## src/rtl/port_pm_cap_pkg.sv

```systemverilog
// Shared constants and types for the port power management capability block
package port_pm_cap_pkg;

	// ------------------------------------------------------------
	// Register offsets
	// ------------------------------------------------------------
	localparam logic [7:0] CAP_PTR_OFFSET = 8'h34;
	localparam logic [7:0] PM_CAP_OFFSET = 8'h40;
	localparam logic [7:0] PM_CSR_OFFSET = 8'h44;
	localparam logic [7:0] MSG_CAP_OFFSET = 8'h4C;

	// ------------------------------------------------------------
	// Fixed values and reset values
	// ------------------------------------------------------------
	localparam logic [7:0] CAP_PTR_RESET = 8'h40;
	localparam logic [7:0] PM_CAP_ID = 8'h01;
	localparam logic [7:0] PM_NEXT_UP = 8'h5C;
	localparam logic [7:0] PM_NEXT_DN = 8'h4C;
	localparam logic [2:0] PM_REVISION = 3'h3;
	localparam logic [7:0] MSG_CAP_ID = 8'h05;
	localparam logic [7:0] MSG_NEXT = 8'h64;
	localparam logic [2:0] AUX_CURRENT_RESET = 3'h7;
	localparam logic [4:0] WAKE_SUPPORT_RESET = 5'h1F;
	localparam logic [7:0] DATA_BYTE_RESET = 8'h00;
	localparam logic [3:0] DATA_SELECT_RESET = 4'h0;
	localparam logic [2:0] HOT_RESET_CYCLES = 3'h4;

	// ------------------------------------------------------------
	// Power states
	// ------------------------------------------------------------
	localparam logic [1:0] PSTATE_D0 = 2'h0;
	localparam logic [1:0] PSTATE_D3HOT = 2'h3;

	// Loadable advertised capability fields
	typedef struct packed {
		logic dev_init;
		logic [2:0] aux_current;
		logic d1_support;
		logic d2_support;
		logic [4:0] wake_support;
		logic no_soft_reset;
		logic [7:0] data_byte;
	} cap_defaults_s;

	localparam cap_defaults_s CAP_DEFAULTS_RESET = '{
		dev_init: 1'b0,
		aux_current: AUX_CURRENT_RESET,
		d1_support: 1'b1,
		d2_support: 1'b1,
		wake_support: WAKE_SUPPORT_RESET,
		no_soft_reset: 1'b1,
		data_byte: DATA_BYTE_RESET
	};

endpackage

```

## src/rtl/pm_reset_pulse.sv

```systemverilog
// Fixed-length pulse generator for the power-state hot reset
`timescale 1ns/1ps
module pm_reset_pulse #(
	parameter int unsigned LENGTH = 4
)
(
	// Clock and reset
	input wire logic core_clk_i,
	input wire logic resetn_i,
	// Trigger and pulse
	input wire logic start_i,
	output logic pulse_o
);

	logic [7:0] count;
	logic [7:0] next_count;

	// ------------------------------------------------------------
	// Counter
	// ------------------------------------------------------------
	always_comb
	begin
		next_count = count;
		if (start_i)
		begin
			next_count = 8'(LENGTH);
		end
		else if (count != 8'h00)
		begin
			next_count = count - 8'h01;
		end
	end

	always_ff @(posedge core_clk_i or negedge resetn_i)
	begin
		if (!resetn_i)
		begin
			count <= 8'h00;
		end
		else
		begin
			count <= next_count;
		end
	end

	assign pulse_o = (count != 8'h00);

endmodule

```

## src/rtl/port_power_mgmt_capability.sv

```systemverilog
// Power management and message interrupt capability registers of one port
// How it works
// - Power_mgmt_capability_header id reads 01h
// - Next pointer 5Ch upstream, 4Ch downstream
// - PM revision field reads 011b
// - Bits 19, 20 read zero; CSR bits 22, 23 read zero
// - Device init bit defaults zero
// - Aux current defaults 111b
// - D1 and D2 support default one
// - Wake support defaults 11111b
// - Defaults replaceable by management or boot load
// - Power state field RW, resets D0
// - D3hot to D0 hot reset, no downstream reset
// - No-soft-reset bit skips internal reset
// - Wake enable sticky, drives wake message
// - Wake status reads zero
// - Data byte loadable, data select RW
// - Downstream dword 4Ch id 05h
// - Interrupt capability next pointer 64h
// - Capability list pointer reads 40h
`timescale 1ns/1ps
module port_power_mgmt_capability #(
	parameter bit UPSTREAM = 1'b0,
	parameter int unsigned HOT_RESET_LEN = 4
)
(
	// Clock and resets
	input wire logic core_clk_i,
	input wire logic resetn_i,
	input wire logic soft_reset_i,
	// Configuration access
	input wire logic cfg_rd_i,
	input wire logic cfg_wr_i,
	input wire logic [7:0] cfg_addr_i,
	input wire logic [3:0] cfg_be_i,
	input wire logic [31:0] cfg_wdata_i,
	output logic [31:0] cfg_rdata_o,
	output logic cfg_rvalid_o,
	// Default loading from management port or boot memory
	input wire logic defaults_load_i,
	input wire port_pm_cap_pkg::cap_defaults_s defaults_i,
	// Power state outputs
	output logic [1:0] power_state_o,
	output logic wake_enable_o,
	output logic hot_reset_o,
	output logic internal_reset_o,
	output logic downstream_reset_out_n_o
);

	// ------------------------------------------------------------
	// State
	// ------------------------------------------------------------
	port_pm_cap_pkg::cap_defaults_s caps;
	port_pm_cap_pkg::cap_defaults_s next_caps;
	logic [1:0] pstate;
	logic [1:0] next_pstate;
	logic wake_en;
	logic next_wake_en;
	logic [3:0] data_sel;
	logic [3:0] next_data_sel;
	logic [31:0] rdata;
	logic [31:0] next_rdata;
	logic rvalid;
	logic next_rvalid;
	logic wake_from_d3;
	logic hot_pulse;
	logic hot_reset;
	logic next_hot_reset;
	logic int_reset;
	logic next_int_reset;
	logic csr_wr;
	logic wr_state;
	logic wr_ctrl;
	logic dn_rst_n;
	logic next_dn_rst_n;

	// Read value of a dword
	function automatic logic [31:0] read_dword(
		input logic [7:0] addr,
		input port_pm_cap_pkg::cap_defaults_s c,
		input logic [1:0] ps,
		input logic we,
		input logic [3:0] ds
	);
		logic [31:0] v;
		v = 32'h00000000;
		case (addr)
			port_pm_cap_pkg::CAP_PTR_OFFSET:
			begin
				v[7:0] = port_pm_cap_pkg::CAP_PTR_RESET;
			end
			port_pm_cap_pkg::PM_CAP_OFFSET:
			begin
				v[7:0] = port_pm_cap_pkg::PM_CAP_ID;
				v[15:8] = UPSTREAM ? port_pm_cap_pkg::PM_NEXT_UP
					: port_pm_cap_pkg::PM_NEXT_DN;
				v[18:16] = port_pm_cap_pkg::PM_REVISION;
				v[19] = 1'b0;
				v[21] = c.dev_init;
				v[24:22] = c.aux_current;
				v[25] = c.d1_support;
				v[26] = c.d2_support;
				v[31:27] = c.wake_support;
			end
			port_pm_cap_pkg::PM_CSR_OFFSET:
			begin
				v[1:0] = ps;
				v[3] = c.no_soft_reset;
				v[8] = we;
				v[12:9] = ds;
				v[15] = 1'b0;
				v[23:22] = 2'h0;
				v[31:24] = c.data_byte;
			end
			port_pm_cap_pkg::MSG_CAP_OFFSET:
			begin
				if (!UPSTREAM)
				begin
					v[7:0] = port_pm_cap_pkg::MSG_CAP_ID;
					v[15:8] = port_pm_cap_pkg::MSG_NEXT;
				end
			end
			default:
			begin
				v = 32'h00000000;
			end
		endcase
		return v;
	endfunction

	// ------------------------------------------------------------
	// Write qualification
	// ------------------------------------------------------------
	// Dropped while a hot reset or soft reset is active
	assign csr_wr = cfg_wr_i && (cfg_addr_i == port_pm_cap_pkg::PM_CSR_OFFSET)
		&& !hot_reset && !soft_reset_i;
	// Byte lanes of the control word
	assign wr_state = csr_wr && cfg_be_i[0];
	assign wr_ctrl = csr_wr && cfg_be_i[1];

	// ------------------------------------------------------------
	// Advertised defaults
	// ------------------------------------------------------------
	always_comb
	begin
		next_caps = caps;
		if (defaults_load_i)
		begin
			next_caps = defaults_i;
		end
	end

	always_ff @(posedge core_clk_i or negedge resetn_i)
	begin
		if (!resetn_i)
		begin
			caps <= port_pm_cap_pkg::CAP_DEFAULTS_RESET;
		end
		else
		begin
			caps <= next_caps;
		end
	end

	// ------------------------------------------------------------
	// Control and status word
	// ------------------------------------------------------------
	always_comb
	begin
		next_pstate = pstate;
		next_data_sel = data_sel;
		next_wake_en = wake_en;
		wake_from_d3 = 1'b0;
		if (soft_reset_i || int_reset)
		begin
			// Hot reset alone keeps the context when no_soft_reset is set
			next_pstate = port_pm_cap_pkg::PSTATE_D0;
			next_data_sel = port_pm_cap_pkg::DATA_SELECT_RESET;
		end
		else
		begin
			if (wr_state)
			begin
				next_pstate = cfg_wdata_i[1:0];
				wake_from_d3 = (pstate == port_pm_cap_pkg::PSTATE_D3HOT)
					&& (cfg_wdata_i[1:0] == port_pm_cap_pkg::PSTATE_D0);
			end
			if (wr_ctrl)
			begin
				next_wake_en = cfg_wdata_i[8];
				next_data_sel = cfg_wdata_i[12:9];
			end
		end
	end

	always_ff @(posedge core_clk_i or negedge resetn_i)
	begin
		if (!resetn_i)
		begin
			pstate <= port_pm_cap_pkg::PSTATE_D0;
			data_sel <= port_pm_cap_pkg::DATA_SELECT_RESET;
			wake_en <= 1'b0;
		end
		else
		begin
			pstate <= next_pstate;
			data_sel <= next_data_sel;
			wake_en <= next_wake_en;
		end
	end

	// ------------------------------------------------------------
	// Hot reset on wake from D3hot
	// ------------------------------------------------------------
	pm_reset_pulse #(
		.LENGTH(HOT_RESET_LEN)
	) u_hot_pulse (
		.core_clk_i(core_clk_i),
		.resetn_i(resetn_i),
		.start_i(wake_from_d3),
		.pulse_o(hot_pulse)
	);

	always_comb
	begin
		next_hot_reset = hot_pulse;
		next_int_reset = hot_pulse && !caps.no_soft_reset;
	end

	always_ff @(posedge core_clk_i or negedge resetn_i)
	begin
		if (!resetn_i)
		begin
			hot_reset <= 1'b0;
			int_reset <= 1'b0;
		end
		else
		begin
			hot_reset <= next_hot_reset;
			int_reset <= next_int_reset;
		end
	end

	// ------------------------------------------------------------
	// Read data
	// ------------------------------------------------------------
	always_comb
	begin
		next_rvalid = cfg_rd_i;
		next_rdata = rdata;
		if (cfg_rd_i)
		begin
			next_rdata = read_dword(cfg_addr_i, caps, pstate, wake_en, data_sel);
		end
	end

	always_ff @(posedge core_clk_i or negedge resetn_i)
	begin
		if (!resetn_i)
		begin
			rdata <= 32'h00000000;
			rvalid <= 1'b0;
		end
		else
		begin
			rdata <= next_rdata;
			rvalid <= next_rvalid;
		end
	end

	// ------------------------------------------------------------
	// Downstream reset output
	// ------------------------------------------------------------
	always_comb
	begin
		// Never asserted by a power-state hot reset
		next_dn_rst_n = 1'b1;
	end

	always_ff @(posedge core_clk_i or negedge resetn_i)
	begin
		if (!resetn_i)
		begin
			dn_rst_n <= 1'b1;
		end
		else
		begin
			dn_rst_n <= next_dn_rst_n;
		end
	end

	// ------------------------------------------------------------
	// Outputs
	// ------------------------------------------------------------
	assign cfg_rdata_o = rdata;
	assign cfg_rvalid_o = rvalid;
	assign power_state_o = pstate;
	assign wake_enable_o = wake_en;
	assign hot_reset_o = hot_reset;
	assign internal_reset_o = int_reset;
	assign downstream_reset_out_n_o = dn_rst_n;

endmodule
```

## config.mk

```make
export PLATFORM = sky130hd
export DESIGN_NAME = port_power_mgmt_capability
export DESIGN_NICKNAME = d
export VERILOG_FILES = /design/src/rtl/port_pm_cap_pkg.sv /design/src/rtl/pm_reset_pulse.sv /design/src/rtl/port_power_mgmt_capability.sv
export SDC_FILE = /design/constraint.sdc
export NUM_CORES = 1
export LEC_CHECK = 0
export ABC_AREA = 1
export ABC_CLOCK_PERIOD_IN_PS = 2600
export BUFFER_PORTS_ARGS = -buffer_cell sky130_fd_sc_hd__buf_2
export CORE_MARGIN = 2
export CORE_UTILIZATION = 50
export DETAILED_ROUTE_END_ITERATION = 7
export PLACE_DENSITY = 0.84
export SYNTH_ARGS = -nofsm -noshare
export SYNTH_HDL_FRONTEND = slang
export SYNTH_SLANG_ARGS = --single-unit
```

## constraint.sdc

```tcl
create_clock -name core_clk_i -period 2.6 [get_ports core_clk_i]
set_input_delay 0.26 -clock core_clk_i [delete_from_list [all_inputs] [get_ports core_clk_i]]
set_output_delay 0.26 -clock core_clk_i [all_outputs]
set_load 0.01 [all_outputs]
```

==> flow_metrics.env <==
export IMPL_status="completed"
export IMPL_fin_area_um2=3306
export IMPL_crit_family="simple AND/OR/NAND/NOR gates"
export IMPL_dp_hpwl_um=3932
export IMPL_antenna_left=0
export IMPL_end_kind="flip-flop"
export IMPL_cp_start_kind="flip-flop"
export IMPL_fp_dieArea_um2=6033
export IMPL_synthArstFlopShare=1.000
export IMPL_max_stage_delay_ns=0.41
export IMPL_synth_top_area_share=0.4703
export IMPL_overflow=0
export IMPL_synth_flop_cell="dfrtp_1"
export IMPL_vias=2203
export IMPL_grt_usage=0.1975
export IMPL_cp_num_buf_inv=2
export IMPL_clock_skew_ns=0.006258
export IMPL_cpMaxStageDelayCell="nor2_1"
export IMPL_grt_max_degree=63
export IMPL_ys_ff_latch=62
export IMPL_postCtsSetupRepairBufs=0
export IMPL_die_w_um=77.67
export IMPL_worstPathCellList="nor2_1 > inv_1 > nor2_1 > nand4_1 > inv_1 > nor2_1"
export IMPL_gp_congestion=0.8690
export IMPL_cap_violations=0
export IMPL_synthDistinctLibCells=24
export IMPL_worst_pin_slew_ns=0.7417
export IMPL_cts_htree_levels=3
export IMPL_p_per_area_nw_per_um2=601.4
export IMPL_path_max_fanout=8
export IMPL_wl_per_cell_um=12.53
export IMPL_io_pins=109
export IMPL_hp_class="primary input to asynchronous set/reset pin"
export IMPL_initialDrtViolationCount=163
export IMPL_setup_viol=0
export IMPL_ir_worst_vdd_uv=348.2
export IMPL_slew_headroom=0.5055
export IMPL_clock_latency_ns=0.33
export IMPL_min_period_over_period=0.6393
export IMPL_critPathMostFrequentCell="nor2_1"
export IMPL_synthTopCellsByArea="dfrtp_1, dfstp_2, nand2_1"
export IMPL_syn_instance_count=297
export IMPL_r2r_cells=6
export IMPL_coreArea_um2=5172
export IMPL_start_util=0.5247
export IMPL_report_final_slew_viol_count=0
export IMPL_viasPerCell=4.917
export IMPL_grt_pass1_vias=2101
export IMPL_critPathArrivalTime_ns=1.88
export IMPL_final_nets=445
export IMPL_min_period_ns=1.662
export IMPL_dieHeight_um=77.67
export IMPL_timing_hold_ws_ns=0.06500
export IMPL_r2r_end="u_hot_pulse.count[5]$_DFFE_PN0P_"
export IMPL_dp_cells=432
export IMPL_diodes=0
export IMPL_dr_pass1_iters=4
export IMPL_synth_seq_area_share=0.5768
export IMPL_cts_buffers=9
export IMPL_cts_tree="done"
export IMPL_syn_cell_area_um2=2714
export IMPL_drive_gt1_frac=0.3016
export IMPL_clock_fmax_ghz=0.6016
export IMPL_drc_errors=0
export IMPL_clock_sinks=62
export IMPL_place_area_um2=3107
export IMPL_critical_path_required_ns=2.82
export IMPL_clkSlewWorstSetupHoldPaths_ns=0.07
export IMPL_cts_max_path_buffers=2
export IMPL_wirelength_um=5612
export IMPL_reg2reg_slack_ns=0.94
export IMPL_grt_setup_unrepaired="no"
export IMPL_syn_to_final_growth_pct=21.81
export IMPL_yosysWarnings=0
export IMPL_yosysTopAreaCell="dfrtp_1"
export IMPL_rows=26
export IMPL_p_leak_nw=1.796
export IMPL_final_cells=448
export IMPL_final_hold_viol_count=0
export IMPL_tns_ns=0
export IMPL_worstSetupPathType="flip-flop to flip-flop"
export IMPL_portBuffers=73
export IMPL_grt_antenna_before_repair=0
export IMPL_reg2reg_from="internal_reset_o$_DFF_PN0_"
export IMPL_cts_hold_buf=0
export IMPL_grt_pass1_wl_um=9349
export IMPL_synth_edff_count=0
export IMPL_ctsResizeCount=0
export IMPL_avgSynthCellArea_um2=9.138
export IMPL_clock_root_buffer="clkbuf_8"
## routing by layer
layer | GRT usage | up-vias | routed length (µm)
li1 | - | 1091 | -
met1 | 0.2537 | 1032 | 2481
met2 | 0.3267 | 69 | 2775
met3 | 0.02442 | 11 | 278
met4 | 0.1054 | 0 | 76
met5 | 0 | - | 0
## worst register-to-register path, cell delays in order (launching register included)
cell and delay (ns):
dfrtp_1 0.37, nor2_1 0.41, inv_1 0.12, nor2_1 0.14, nand4_1 0.25, inv_1 0.20
nor2_1 0.07
## synthesized netlist by cell type, types with 2 or more instances
library cell  instances
ha_1                  2
conb_1                2
dfrtp_1              51
nand4_1               3
mux2_2                8
o21ai_0              21
o21ai_1               4
clkbuf_1              6
buf_4                 9
dfstp_2              11
inv_1                35
nor2_1               23
nand3_1              28
o211ai_1              9
nand2_1              76
## layout make-up
type / count / area [µm²]
Fill cell: 415 / 1867
Sequential cell: 62 / 1565
Multi-Input combinational cell: 190 / 945.9
Timing Repair Buffer: 74 / 372.9
Clock buffer: 10 / 137.6
Inverter: 36 / 135.1
Tap cell: 70 / 87.58
Clock inverter: 6 / 61.31
## power by group
| part | internal (mW) | switching (mW) |
|---|---|---|
| logic | 0.0494 | 0.0804 |
| clock network | 0.465 | 0.372 |
| registers | 1.01 | 0.0125 |
## worst max path at each step
stage	start	to	slack, ns	cells after the start
after floorplan	internal_reset_o$_DFF_PN0_	u_hot_pulse.count[3]$_DFFE_PN0P_	1.23	6
after global placement	cfg_rd_i	cfg_rdata_o[0]$_DFFE_PN0P_	0.98	5
after detailed placement	soft_reset_i	u_hot_pulse.count[5]$_DFFE_PN0P_	0.91	7
after CTS	internal_reset_o$_DFF_PN0_	u_hot_pulse.count[5]$_DFFE_PN0P_	0.94	6
after global routing	internal_reset_o$_DFF_PN0_	u_hot_pulse.count[3]$_DFFE_PN0P_	0.72	6
final	internal_reset_o$_DFF_PN0_	u_hot_pulse.count[5]$_DFFE_PN0P_	0.94	6
## sequential cells by signal, indices dropped and copies added, names as in the netlist, 2 cells and up
signal / cells
data_sel: 4
power_state_o: 2
u_hot_pulse.count: 8
caps: 20
cfg_rdata_o: 24
## per-stage QoR
step / utilization / power, mW / worst slack (ns)
CTS: 0.6391 / 2.005 / 0.9381
global route: 0.6391 / 2.062 / 0.7232
detailed placement: 0.6006 / 1.170 / 0.9135
floorplan: - / 1.107 / 1.229
global placement: 0.6006 / 1.165 / 0.9767
finish: 0.6391 / 1.988 / 0.9378
## kinds of logic (layout without fill, tap and decap cells)
family / after synthesis / in the layout / share of synthesized area
AND/OR/NAND/NOR: 136 / 136 / 0.2176
flip-flops: 62 / 62 / 0.5768
buffers and inverters: 51 / 126 / 0.08299
AO/OA/AOI/OAI: 35 / 35 / 0.07423
multiplexers: 8 / 8 / 0.03320
adder cells (fa/ha/maj): 2 / 2 / 0.009219
other: 2 / 8 / 0.002767
XOR/XNOR: 1 / 1 / 0.003228
## cells in the final DEF (no fill, tap or decap), drive strengths merged
cell type,instances
nand2,78
buf,74
dfrtp,51
inv,36
nand3,28
o21ai,25
nor2,24
dfstp,11
clkbuf,10
o211ai,9
mux2,8
conb,8
clkinv,4
nand4,3
ha,2
nand3b,1
nor4,1
o41ai,1
nor3b,1
xor2,1
bufinv,1
clkinvlp,1
Power figures use the tool's default switching activity.
